--- config.mk ---
export PLATFORM = sky130hd
export DESIGN_NAME = dual_channel_safe_input_eval
export DESIGN_NICKNAME = d
export VERILOG_FILES = /design/src/dsi_pkg.sv /design/src/input_filter.sv /design/src/dual_input_pair.sv /design/src/dual_channel_safe_input_eval.sv
export SDC_FILE = /design/constraint.sdc
export NUM_CORES = 2
export LEC_CHECK = 0
export ABC_AREA = 1
export BUFFER_PORTS_ARGS = -buffer_cell sky130_fd_sc_hd__buf_2
export CAP_MARGIN = 10
export CORE_MARGIN = 5
export CORE_UTILIZATION = 31
export DETAILED_ROUTE_END_ITERATION = 8
export PLACE_DENSITY = 0.5
export RECOVER_POWER = 25
export SYNTH_ARGS = -nofsm -noshare
export SYNTH_HDL_FRONTEND = slang
export SYNTH_SLANG_ARGS = --single-unit
--- constraint.sdc ---
create_clock -name clk_sys -period 2.8 [get_ports clk_sys]
set_input_delay 0.14 -clock clk_sys [delete_from_list [all_inputs] [get_ports clk_sys]]
set_output_delay 0.14 -clock clk_sys [all_outputs]
set_load 0.02 [all_outputs]
--- src/dsi_pkg.sv ---
// constants, register map and types shared by the safe input evaluator
package dsi_pkg;

    // clock and time base
    localparam int CLK_PERIOD_NS = 25;
    localparam int TICK_NS = 1000;
    localparam int TICK_CYCLES = (TICK_NS + CLK_PERIOD_NS - 1) / CLK_PERIOD_NS;
    localparam int TIME_W_DEF = 16;

    // input and output counts of the module
    localparam int NUM_INPUTS_DEF = 10;
    localparam int NUM_OUTPUTS_DEF = 4;
    localparam int NUM_PATHS_DEF = 2;
    localparam int GROUP_A_LAST = 4;

    // dark time of a dynamic supply during the forced check, in us
    localparam logic [15:0] TEST_OFF_US_DEF = 16'h07d0;

    // register byte offsets
    localparam logic [5:0] OFS_CTRL = 6'h00;
    localparam logic [5:0] OFS_MODE = 6'h04;
    localparam logic [5:0] OFS_WINDOW = 6'h08;
    localparam logic [5:0] OFS_SUPPRESS = 6'h0c;
    localparam logic [5:0] OFS_ACK_SEL = 6'h10;
    localparam logic [5:0] OFS_STATUS = 6'h14;
    localparam logic [5:0] OFS_FAULT = 6'h18;
    localparam logic [5:0] OFS_ACK = 6'h1c;
    localparam logic [5:0] OFS_CHAN = 6'h20;

    // field positions
    localparam int CTRL_TEST_BIT = 0;
    localparam int CTRL_BUSY_BIT = 1;
    localparam int ACK_CU_BIT = 0;
    localparam int FAULT_TEST_BIT = 16;
    localparam int FAULT_ARMED_BIT = 17;
    localparam int ACK_SEL_W = 4;

    // reset values
    localparam logic [15:0] WINDOW_RESET = 16'h01f4;
    localparam logic [15:0] SUPPRESS_RESET = 16'h0001;
    localparam logic [3:0] ACK_SEL_NONE = 4'hf;

    // forced checking sequence
    typedef enum logic [2:0] {
        T_IDLE = 3'b000,
        T_OFF_A = 3'b001,
        T_ON_A = 3'b010,
        T_OFF_B = 3'b011,
        T_ON_B = 3'b100
    } test_state_t;

endpackage

--- src/input_filter.sv ---
// suppression filter for one input channel
`timescale 1ns/1ps
module input_filter import dsi_pkg::*; #(
    parameter int TIME_W = TIME_W_DEF
) (
    // clock and reset
    input wire logic clk_sys,
    input wire logic resetn,
    // time base and setting
    input wire logic tick,
    input wire logic [TIME_W-1:0] suppress,
    // channel
    input wire logic raw,
    output logic filtered
);

    typedef struct packed {
        logic stable;
        logic [TIME_W-1:0] cnt;
    } filt_state_t;

    filt_state_t s;
    filt_state_t next_s;

    // a new level is taken only after it stood longer than the setting
    always_comb begin
        next_s = s;
        if (raw == s.stable) begin
            next_s.cnt = '0;
        end else if (tick) begin
            if (s.cnt >= suppress) begin
                next_s.stable = raw;
                next_s.cnt = '0;
            end else begin
                next_s.cnt = s.cnt + 1'b1;
            end
        end
    end

    // state register
    always_ff @(posedge clk_sys) begin
        if (!resetn) begin
            s <= '0;
        end else begin
            s <= next_s;
        end
    end

    assign filtered = s.stable;

    a_filter_follows: assert property (@(posedge clk_sys) disable iff (!resetn)
        $changed(filtered) |-> filtered == $past(raw) && $past(tick))
        else $error("filter output changed without a settled input");

endmodule

--- src/dual_input_pair.sv ---
// discrepancy check and freeze for one dual channel input
`timescale 1ns/1ps
module dual_input_pair import dsi_pkg::*; #(
    parameter int TIME_W = TIME_W_DEF
) (
    // clock and reset
    input wire logic clk_sys,
    input wire logic resetn,
    // time base and settings
    input wire logic tick,
    input wire logic antivalent,
    input wire logic [TIME_W-1:0] window,
    input wire logic hold,
    input wire logic ack_pulse,
    // filtered channels
    input wire logic ch_a,
    input wire logic ch_b,
    // evaluated result
    output logic chan_a_state,
    output logic chan_b_state,
    output logic run,
    output logic fault
);

    typedef struct packed {
        logic frozen;
        logic fault;
        logic [TIME_W-1:0] cnt;
    } pair_state_t;

    pair_state_t s;
    pair_state_t next_s;
    logic consistent;
    logic expire;

    // the pair agrees when it shows the pattern the contact mode allows
    assign consistent = antivalent ? (ch_a != ch_b) : (ch_a == ch_b);
    assign expire = !consistent && !hold && !s.fault && (s.cnt >= window);

    // window count, fault and freeze; a new fault beats a release
    always_comb begin
        next_s = s;
        if (consistent || hold) begin
            next_s.cnt = '0;
        end else if (tick && !s.fault && s.cnt < window) begin
            next_s.cnt = s.cnt + 1'b1;
        end
        if (expire) begin
            next_s.fault = 1'b1;
            next_s.frozen = 1'b1;
        end else if (ack_pulse && consistent) begin
            next_s.fault = 1'b0;
            next_s.frozen = 1'b0;
        end
    end

    // state register
    always_ff @(posedge clk_sys) begin
        if (!resetn) begin
            s <= '0;
        end else begin
            s <= next_s;
        end
    end

    // frozen channels read zero, i.e. safety function selected
    assign chan_a_state = s.frozen ? 1'b0 : ch_a;
    assign chan_b_state = s.frozen ? 1'b0 : ch_b;
    // run means the safety function is not selected
    assign run = !s.frozen && ch_a && (antivalent ? !ch_b : ch_b);
    assign fault = s.fault;

    a_fault_cause: assert property (@(posedge clk_sys) disable iff (!resetn)
        $rose(s.fault) |-> $past(!consistent && !hold))
        else $error("mismatch fault without a disagreeing pair");
    a_frozen_zero: assert property (@(posedge clk_sys) disable iff (!resetn)
        s.frozen |-> !chan_a_state && !chan_b_state && !run)
        else $error("frozen input does not read zero");
    a_release_ok: assert property (@(posedge clk_sys) disable iff (!resetn)
        $fell(s.frozen) |-> $past(ack_pulse) && $past(consistent))
        else $error("input released without acknowledgment");
    a_fault_sticky: assert property (@(posedge clk_sys) disable iff (!resetn)
        s.fault && !ack_pulse |=> s.fault)
        else $error("mismatch fault cleared on its own");
    c_pair_fault: cover property (@(posedge clk_sys) disable iff (!resetn)
        $rose(s.fault));
    c_pair_release: cover property (@(posedge clk_sys) disable iff (!resetn)
        $fell(s.frozen));

endmodule

--- src/dual_channel_safe_input_eval.sv ---
// ten dual channel failsafe inputs with register slave and forced check
//
// What this block does
// - each failsafe input is a pair of channels judged together into one.
// - the module carries ten dual inputs; its four outputs lie elsewhere.
// - a per input contact mode picks equivalent or antivalent wiring.
// - equivalent mode selects safety when either channel reads zero.
// - antivalent mode selects safety when channel one is 0 and two is 1.
// - both channels must reach a legal pattern within one shared window.
// - disagreement past the window raises a fault cleared only safely.
// - on mismatch both channels are frozen at zero until a safe ack.
// - every channel passes a filter with a programmable suppression time.
// - each channel status is readable and paths are combined by AND.
// - faults clear at power up or on ack input fall plus a control ack.
// - the forced check switches the sensor supplies off and on again.
`timescale 1ns/1ps
module dual_channel_safe_input_eval import dsi_pkg::*; #(
    parameter int NUM_INPUTS = NUM_INPUTS_DEF,
    parameter int NUM_PATHS = NUM_PATHS_DEF,
    parameter int TIME_W = TIME_W_DEF,
    parameter logic [TIME_W-1:0] TEST_OFF_US = TEST_OFF_US_DEF
) (
    // clock and reset
    input wire logic clk_sys,
    input wire logic resetn,
    // register bus
    input wire logic [5:0] avs_address,
    input wire logic avs_read,
    input wire logic avs_write,
    input wire logic [31:0] avs_writedata,
    input wire logic [3:0] avs_byteenable,
    output logic [31:0] avs_readdata,
    output logic avs_waitrequest,
    // sensor channels
    input wire logic [NUM_INPUTS-1:0] input_ch_a,
    input wire logic [NUM_INPUTS-1:0] input_ch_b,
    // evaluated inputs and faults
    output logic [NUM_INPUTS-1:0] failsafe_dual_input,
    output logic [NUM_INPUTS-1:0] channel_mismatch_fault,
    // sensor supplies
    output logic dynamic_supply_a,
    output logic dynamic_supply_b,
    output logic test_busy
);

    localparam int TICK_W = $clog2(TICK_CYCLES);
    localparam int CHAN_W = 2 * NUM_INPUTS;

    typedef struct packed {
        logic waitrequest;
        logic [31:0] readdata;
        logic [NUM_INPUTS-1:0] input_contact_mode;
        logic [TIME_W-1:0] discrepancy_window;
        logic [TIME_W-1:0] input_suppression_time;
        logic [ACK_SEL_W-1:0] safe_ack_input_select;
        logic [TICK_W-1:0] tick_cnt;
        logic tick;
        logic ack_prev;
        logic ack_armed;
        logic ack_pulse;
        test_state_t test_state;
        logic [TIME_W-1:0] test_cnt;
        logic test_fail;
        logic busy;
        logic supply_a;
        logic supply_b;
        logic [NUM_INPUTS-1:0] fs_input;
        logic [NUM_INPUTS-1:0] fault_out;
        logic [CHAN_W-1:0] input_channel_status;
    } state_t;

    state_t s;
    state_t next_s;

    // per path results
    logic [NUM_PATHS-1:0][NUM_INPUTS-1:0] filt_a;
    logic [NUM_PATHS-1:0][NUM_INPUTS-1:0] filt_b;
    logic [NUM_PATHS-1:0][NUM_INPUTS-1:0] st_a;
    logic [NUM_PATHS-1:0][NUM_INPUTS-1:0] st_b;
    logic [NUM_PATHS-1:0][NUM_INPUTS-1:0] run_p;
    logic [NUM_PATHS-1:0][NUM_INPUTS-1:0] flt_p;
    // combined results
    logic [NUM_INPUTS-1:0] run_and;
    logic [NUM_INPUTS-1:0] st_a_and;
    logic [NUM_INPUTS-1:0] st_b_and;
    logic [NUM_INPUTS-1:0] fault_or;
    logic [NUM_INPUTS-1:0] group_a_mask;
    logic hold;
    logic req;
    logic bus_take;

    assign hold = (s.test_state != T_IDLE);
    assign req = avs_read || avs_write;
    assign bus_take = req && !s.waitrequest;

    // two independent evaluating paths, each with filters and pair checks
    for (genvar p = 0; p < NUM_PATHS; p++) begin : g_path
        for (genvar i = 0; i < NUM_INPUTS; i++) begin : g_in
            input_filter #(
                .TIME_W(TIME_W)
            ) u_filt_a (
                .clk_sys(clk_sys),
                .resetn(resetn),
                .tick(s.tick),
                .suppress(s.input_suppression_time),
                .raw(input_ch_a[i]),
                .filtered(filt_a[p][i])
            );
            input_filter #(
                .TIME_W(TIME_W)
            ) u_filt_b (
                .clk_sys(clk_sys),
                .resetn(resetn),
                .tick(s.tick),
                .suppress(s.input_suppression_time),
                .raw(input_ch_b[i]),
                .filtered(filt_b[p][i])
            );
            // the pair is judged together into one result
            dual_input_pair #(
                .TIME_W(TIME_W)
            ) u_pair (
                .clk_sys(clk_sys),
                .resetn(resetn),
                .tick(s.tick),
                .antivalent(s.input_contact_mode[i]),
                .window(s.discrepancy_window),
                .hold(hold),
                .ack_pulse(s.ack_pulse),
                .ch_a(filt_a[p][i]),
                .ch_b(filt_b[p][i]),
                .chan_a_state(st_a[p][i]),
                .chan_b_state(st_b[p][i]),
                .run(run_p[p][i]),
                .fault(flt_p[p][i])
            );
        end
    end

    // paths are joined by AND for states, by OR for faults
    always_comb begin
        run_and = '1;
        st_a_and = '1;
        st_b_and = '1;
        fault_or = '0;
        for (int p = 0; p < NUM_PATHS; p++) begin
            run_and = run_and & run_p[p];
            st_a_and = st_a_and & st_a[p];
            st_b_and = st_b_and & st_b[p];
            fault_or = fault_or | flt_p[p];
        end
    end

    // inputs wired to the first dynamic supply
    assign group_a_mask = NUM_INPUTS'((1 << (GROUP_A_LAST + 1)) - 1);

    // merges write data into a register under the byte enables
    function automatic logic [31:0] merge(input logic [31:0] old,
                                          input logic [31:0] data,
                                          input logic [3:0] be);
        logic [31:0] r;
        r = old;
        for (int b = 0; b < 4; b++) begin
            if (be[b]) begin
                r[8*b +: 8] = data[8*b +: 8];
            end
        end
        return r;
    endfunction

    // next state of the whole block
    always_comb begin
        logic [31:0] wr_mode;
        logic [31:0] wr_win;
        logic [31:0] wr_sup;
        logic [31:0] wr_sel;
        logic [31:0] wr_data;
        logic ack_level;
        logic cu_ack;
        logic test_start;
        logic test_end;
        next_s = s;
        wr_mode = merge(32'(s.input_contact_mode), avs_writedata,
                        avs_byteenable);
        wr_win = merge(32'(s.discrepancy_window), avs_writedata,
                       avs_byteenable);
        wr_sup = merge(32'(s.input_suppression_time), avs_writedata,
                       avs_byteenable);
        wr_sel = merge(32'(s.safe_ack_input_select), avs_writedata,
                       avs_byteenable);
        wr_data = merge(32'h0000_0000, avs_writedata, avs_byteenable);
        ack_level = (s.safe_ack_input_select < ACK_SEL_W'(NUM_INPUTS)) ?
                    s.fs_input[s.safe_ack_input_select] : 1'b1;
        cu_ack = 1'b0;
        test_start = 1'b0;
        test_end = (s.test_cnt >= TEST_OFF_US);

        // microsecond time base
        next_s.tick = 1'b0;
        if (s.tick_cnt == TICK_W'(TICK_CYCLES - 1)) begin
            next_s.tick_cnt = '0;
            next_s.tick = 1'b1;
        end else begin
            next_s.tick_cnt = s.tick_cnt + 1'b1;
        end

        // bus: answer one cycle after the request, act when it is taken
        next_s.waitrequest = !(req && s.waitrequest);
        if (req && s.waitrequest && avs_read) begin
            case (avs_address)
                OFS_CTRL: next_s.readdata = 32'(hold) << CTRL_BUSY_BIT;
                OFS_MODE: next_s.readdata = 32'(s.input_contact_mode);
                OFS_WINDOW: next_s.readdata = 32'(s.discrepancy_window);
                OFS_SUPPRESS: next_s.readdata = 32'(s.input_suppression_time);
                OFS_ACK_SEL: next_s.readdata = 32'(s.safe_ack_input_select);
                OFS_STATUS: next_s.readdata = 32'(s.fs_input);
                OFS_FAULT: begin
                    next_s.readdata = 32'(s.fault_out);
                    next_s.readdata[FAULT_TEST_BIT] = s.test_fail;
                    next_s.readdata[FAULT_ARMED_BIT] = s.ack_armed;
                end
                OFS_CHAN: next_s.readdata = 32'(s.input_channel_status);
                default: next_s.readdata = '0;
            endcase
        end
        if (bus_take && avs_write) begin
            case (avs_address)
                OFS_CTRL: test_start = wr_data[CTRL_TEST_BIT];
                OFS_MODE: next_s.input_contact_mode =
                    wr_mode[NUM_INPUTS-1:0];
                OFS_WINDOW: next_s.discrepancy_window =
                    wr_win[TIME_W-1:0];
                OFS_SUPPRESS: next_s.input_suppression_time =
                    wr_sup[TIME_W-1:0];
                OFS_ACK_SEL: next_s.safe_ack_input_select =
                    wr_sel[ACK_SEL_W-1:0];
                OFS_ACK: cu_ack = wr_data[ACK_CU_BIT];
                default: ;
            endcase
        end

        // acknowledge: falling edge of the chosen input arms, control acks
        next_s.ack_prev = ack_level;
        next_s.ack_pulse = cu_ack && s.ack_armed;
        if (next_s.ack_pulse) begin
            next_s.ack_armed = 1'b0;
        end
        if (s.ack_prev && !ack_level) begin
            next_s.ack_armed = 1'b1;
        end
        if (s.ack_pulse) begin
            next_s.test_fail = 1'b0;
        end

        // forced check: each supply dark, group checked, then restored
        if (s.tick && hold && !test_end) begin
            next_s.test_cnt = s.test_cnt + 1'b1;
        end
        case (s.test_state)
            T_IDLE: begin
                if (test_start) begin
                    next_s.test_state = T_OFF_A;
                    next_s.supply_a = 1'b0;
                    next_s.test_cnt = '0;
                end
            end
            T_OFF_A: begin
                if (test_end) begin
                    if (|((st_a_and | st_b_and) & group_a_mask)) begin
                        next_s.test_fail = 1'b1;
                    end
                    next_s.test_state = T_ON_A;
                    next_s.supply_a = 1'b1;
                    next_s.test_cnt = '0;
                end
            end
            T_ON_A: begin
                if (test_end) begin
                    next_s.test_state = T_OFF_B;
                    next_s.supply_b = 1'b0;
                    next_s.test_cnt = '0;
                end
            end
            T_OFF_B: begin
                if (test_end) begin
                    if (|((st_a_and | st_b_and) & ~group_a_mask)) begin
                        next_s.test_fail = 1'b1;
                    end
                    next_s.test_state = T_ON_B;
                    next_s.supply_b = 1'b1;
                    next_s.test_cnt = '0;
                end
            end
            T_ON_B: begin
                if (test_end) begin
                    next_s.test_state = T_IDLE;
                    next_s.test_cnt = '0;
                end
            end
            default: begin
                next_s.test_state = T_IDLE;
                next_s.supply_a = 1'b1;
                next_s.supply_b = 1'b1;
            end
        endcase

        // registered results
        next_s.fs_input = run_and;
        next_s.fault_out = fault_or;
        next_s.busy = (next_s.test_state != T_IDLE);
        for (int i = 0; i < NUM_INPUTS; i++) begin
            next_s.input_channel_status[2*i] = st_a_and[i];
            next_s.input_channel_status[2*i+1] = st_b_and[i];
        end
    end

    // state register; power up clears every fault
    always_ff @(posedge clk_sys) begin
        if (!resetn) begin
            s <= '0;
            s.waitrequest <= 1'b1;
            s.discrepancy_window <= WINDOW_RESET;
            s.input_suppression_time <= SUPPRESS_RESET;
            s.safe_ack_input_select <= ACK_SEL_NONE;
            s.ack_prev <= 1'b1;
            s.test_state <= T_IDLE;
            s.supply_a <= 1'b1;
            s.supply_b <= 1'b1;
        end else begin
            s <= next_s;
        end
    end

    // outputs straight from the state register
    assign avs_readdata = s.readdata;
    assign avs_waitrequest = s.waitrequest;
    assign failsafe_dual_input = s.fs_input;
    assign channel_mismatch_fault = s.fault_out;
    assign dynamic_supply_a = s.supply_a;
    assign dynamic_supply_b = s.supply_b;
    assign test_busy = s.busy;

    a_bus_answer: assert property (@(posedge clk_sys) disable iff (!resetn)
        req && s.waitrequest |=> !s.waitrequest ##1 s.waitrequest)
        else $error("bus answer not one cycle after request");
    a_ack_armed: assert property (@(posedge clk_sys) disable iff (!resetn)
        s.ack_pulse |-> $past(s.ack_armed) && $past(bus_take))
        else $error("acknowledge without prior input edge");
    a_status_and: assert property (@(posedge clk_sys) disable iff (!resetn)
        ##1 s.fs_input == $past(run_and))
        else $error("status is not the AND of both paths");
    a_supply_order: assert property (@(posedge clk_sys) disable iff (!resetn)
        !(dynamic_supply_a && dynamic_supply_b) |->
        test_busy && (dynamic_supply_a || dynamic_supply_b))
        else $error("supplies switched off outside the check");
    a_check_start: assert property (@(posedge clk_sys) disable iff (!resetn)
        $rose(test_busy) |-> !dynamic_supply_a && dynamic_supply_b)
        else $error("forced check did not start on supply a");
    c_check_done: cover property (@(posedge clk_sys) disable iff (!resetn)
        $fell(test_busy));
    c_safe_ack: cover property (@(posedge clk_sys) disable iff (!resetn)
        s.ack_pulse && |s.fault_out);
    c_bus_write: cover property (@(posedge clk_sys) disable iff (!resetn)
        bus_take && avs_write && avs_address == OFS_MODE);

endmodule

==> results by group <==
Routing
  – 1st-pass router iterations: 5
  – Drt wl/cell: 16.5 um
  – Antenna Violating Nets Remaining: 0
  – Routed WL: 256000 um
  – DRT iter0 DRCs: 4400
  – DRC Markers: 0
  – Total number of vias: 74500
  – Vias per cell: 4.80

Placement
  – Post-DP Area: 86700 sq um
  – Place WS: 213 ps
  – Post-detail-place hpwl: 186000 um
  – Final GP Congestion: 0.854
  – I/O Buffers: 91

Global route
  – Number of global-route vias before repair: 69400
  – GRT Total Usage: 18.4%
  – Antenna violations before repair: 24
  – First-pass GRT wire length: 401000 um
  – Largest net degree at the start of global routing: 44
  – Grt ovf: 0

Min path
  – Hold Crit Class: input pin to flop
  – Worst Hold Launch: avs_byteenable[0]
  – Hold worst-path end: s[77]$_SDFFE_PN1P_
  – Hold-critical path depth: 4

STA
  – TNS Setup: 0 ps
  – Final setup vio count: 0
  – Slew @ Worst Pin: 1440 ps
  – Fin. Hold Viols: 0
  – RSZ-0062 raised after global routing: no
  – F_max: 0.381 GHz
  – Final worst path period share: 93.8%
  – Worst Skew: 38.9 ps
  – Rel. slew slack: 3.96%
  – Slew Viols, Final: 0
  – Final setup margin: 174 ps
  – Min cycle time layout: 2630 ps

Worst setup path
  – Startpoint Class: input pin
  – R2r endpoint: g_path[0].g_in[3].u_filt_a.s[11]$_SDFFE_PP0P_
  – Register-to-register setup slack: 220 ps
  – Critical Path RT: 3480 ps
  – Register-to-Register Path Depth: 12
  – Setup CP Type: input pin to flop
  – CP arrival: 3310 ps
  – Crit path max fanout: 14
  – CP Capture Type: flop
  – Worst r2r src: s[90]$_SDFFE_PN0P_

Clocking
  – Sink Count: 1160
  – CTS tree: done
  – H-tree levels: 4
  – Worst skew pair latency: 820 ps
  – Setup Fix Bufs, Post-CTS: 0
  – Root Driver: clkbuf_16
  – Clock slew at reported path FFs: 60 ps
  – CTS buffer count: 152
  – Clk buf depth: 3

Finish
  – P&R area growth vs syn: 14.0%
  – Layout fillers: 28200
  – Final instance area: 92100 sq um
  – Number of nets in the layout: 13100
  – Final Util: 35.5%
  – Share of layout cells above drive strength 1: 6.23%

Die
  – Starting density of the core: 31.1%
  – Die W: 521 um
  – Total die area: 271000 sq um
  – Row count: 187
  – Top-Level Pins: 122
  – Die span in y: 521 um
  – Core Area: 260000 sq um

Synth
  – EDFF count, synth: 0
  – Asr flop ratio synth: 0%
  – Yosys top cell area share: 28.7%
  – Mapped Area: 80800 sq um
  – Synth unique cells: 47
  – Flops & latches, synth: 1160
  – Avg Cell Area, Syn: 6.90 sq um
  – Sequential element share of the synthesized area: 28.7%
  – Synth Instances: 11700
  – Synth top area cells: dfxtp_1 (29%), ha_1 (16%), nand2_1 (14%)
  – Most frequent cell after synthesis: nand2_1
  – Post-synth top cells: nand2_1 (3079), nor2_1 (1641), dfxtp_1 (1160)
  – Largest area contributor in the netlist: dfxtp_1
  – Number of synthesis warnings: 0
  – Most used DFF post-synth: dfxtp_1

Power
  – Sequential power share: 44.6%
  – Internal power: 28300 uW
  – Total power: 37100 uW
  – Peak VDD IR: 0.577 mV
  – Combinational Power Share: 1.9%
  – Power Density: 402 nW/um^2
  – Clock power share: 53.6%
  – Switching Power: 8730 uW
  – Leak: 0.0391 uW
  – Sw frac: 23.6%

Outcome
  – Outcome: finished, final reports clean

Job
  – Total of max-cap violations: 0
-- worst max-delay path, stage by stage --
cell	delay (ps)
dlygate4sd3_1	600
buf_2	170
nor2_2	260
dlygate4sd3_1	700
nand2_1	210
dlygate4sd3_1	640
nor2_1	120
inv_1	190
o21ai_0	210
a21oi_1	60
-- registers in the layout, summed over array words and instances (netlist names), 10 cells and up --
register,count
avs_readdata,20
channel_mismatch_fault,10
failsafe_dual_input,10
g_path.g_in.u_filt_a.filtered,20
g_path.g_in.u_filt_a.s,320
g_path.g_in.u_filt_b.filtered,20
g_path.g_in.u_filt_b.s,320
g_path.g_in.u_pair.fault,20
g_path.g_in.u_pair.s,320
s,96
-- what timing repair did --
item                       in CTS  in global routing
hold endpoints to repair      247                  0
setup endpoints to repair       0                 15
gates resized for setup         0                  4
hold buffers                   50                  0
-- final cells by class --
cell class                      instances  area (sq um)  area share (%)
Clock buffer                          225          4470            4.85
Multi-Input combinational cell       9235         52100            56.6
Antenna cell                            8          20.0          0.0217
Timing Repair Buffer                  409          3530            3.83
Inverter                             1029          3910            4.24
Sequential cell                      1160         23200            25.2
Tap cell                             3402          4260            4.62
Clock inverter                         52           562           0.610
-- worst max path at each step --
| stage | startpoint | endpoint | slack [ps] | cells after the start |
|---|---|---|---|---|
| final | avs_address[4] | s[79]$_SDFFE_PN0P_ | 170 | 10 |
| after global routing | s[92]$_SDFFE_PN0P_ | g_path[1].g_in[6].u_filt_b.s[12]$_SDFFE_PP0P_ | 6 | 11 |
| after detailed placement | s[90]$_SDFFE_PN0P_ | g_path[0].g_in[3].u_filt_a.s[11]$_SDFFE_PP0P_ | 210 | 12 |
| after CTS | s[90]$_SDFFE_PN0P_ | g_path[0].g_in[3].u_filt_a.s[11]$_SDFFE_PP0P_ | 190 | 12 |
| after global placement | s[90]$_SDFFE_PN0P_ | g_path[0].g_in[3].u_filt_a.s[3]$_SDFFE_PP0P_ | 270 | 12 |
| after floorplan | s[90]$_SDFFE_PN0P_ | g_path[0].g_in[0].u_filt_a.s[10]$_SDFFE_PP0P_ | 380 | 12 |
-- power groups by stage --
stage,sequential [uW],clock (uW),combinational [uW]
detailed placement,16900,0,630
global placement,16900,0,632
global route,16500,21200,759
floorplan,16900,0,372
CTS,16500,20500,704
finish,16500,19900,687
-- per-stage QoR --
stage	cells	hold WS (ps)
2_1_floorplan	11700	266
5_1_grt	15500	108
3_3_place_gp	15200	401
4_1_cts	15500	38.8
3_5_place_dp	15200	400
6_report	15500	126
-- layer usage --
layer	global-route usage [%]	wire [um]
met5	0	13
met4	5.21	7610
met3	2.14	9520
met2	30.7	115000
met1	25.1	123000
-- placed cells by master (no fill, tap or decap), types with 53 or more instances in the layout --
cell type,count
dfxtp_1,1157
clkbuf_16,153
inv_1,997
ha_1,1023
buf_4,200
buf_12,53
o21bai_1,89
a21oi_1,816
nor3_1,173
o21ai_0,215
nand4_1,598
nand3_1,642
nor2_1,1641
clkbuf_1,85
xnor2_1,238
xor2_1,352
nand2_1,3075
-- cells by family after synthesis --
logic type,count (synthesis),synth area share [%]
AOI/OAI and AO/OA,1288,8.80
and+or+nand+nor,6322,33.4
xor gates and xnor gates,590,6.39
DFF,1160,28.7
other,1,0.00464
adders and majority gates,1023,15.8
buffers and inverters,1337,6.81
No activity file was read; power rests on OpenSTA's default activity.
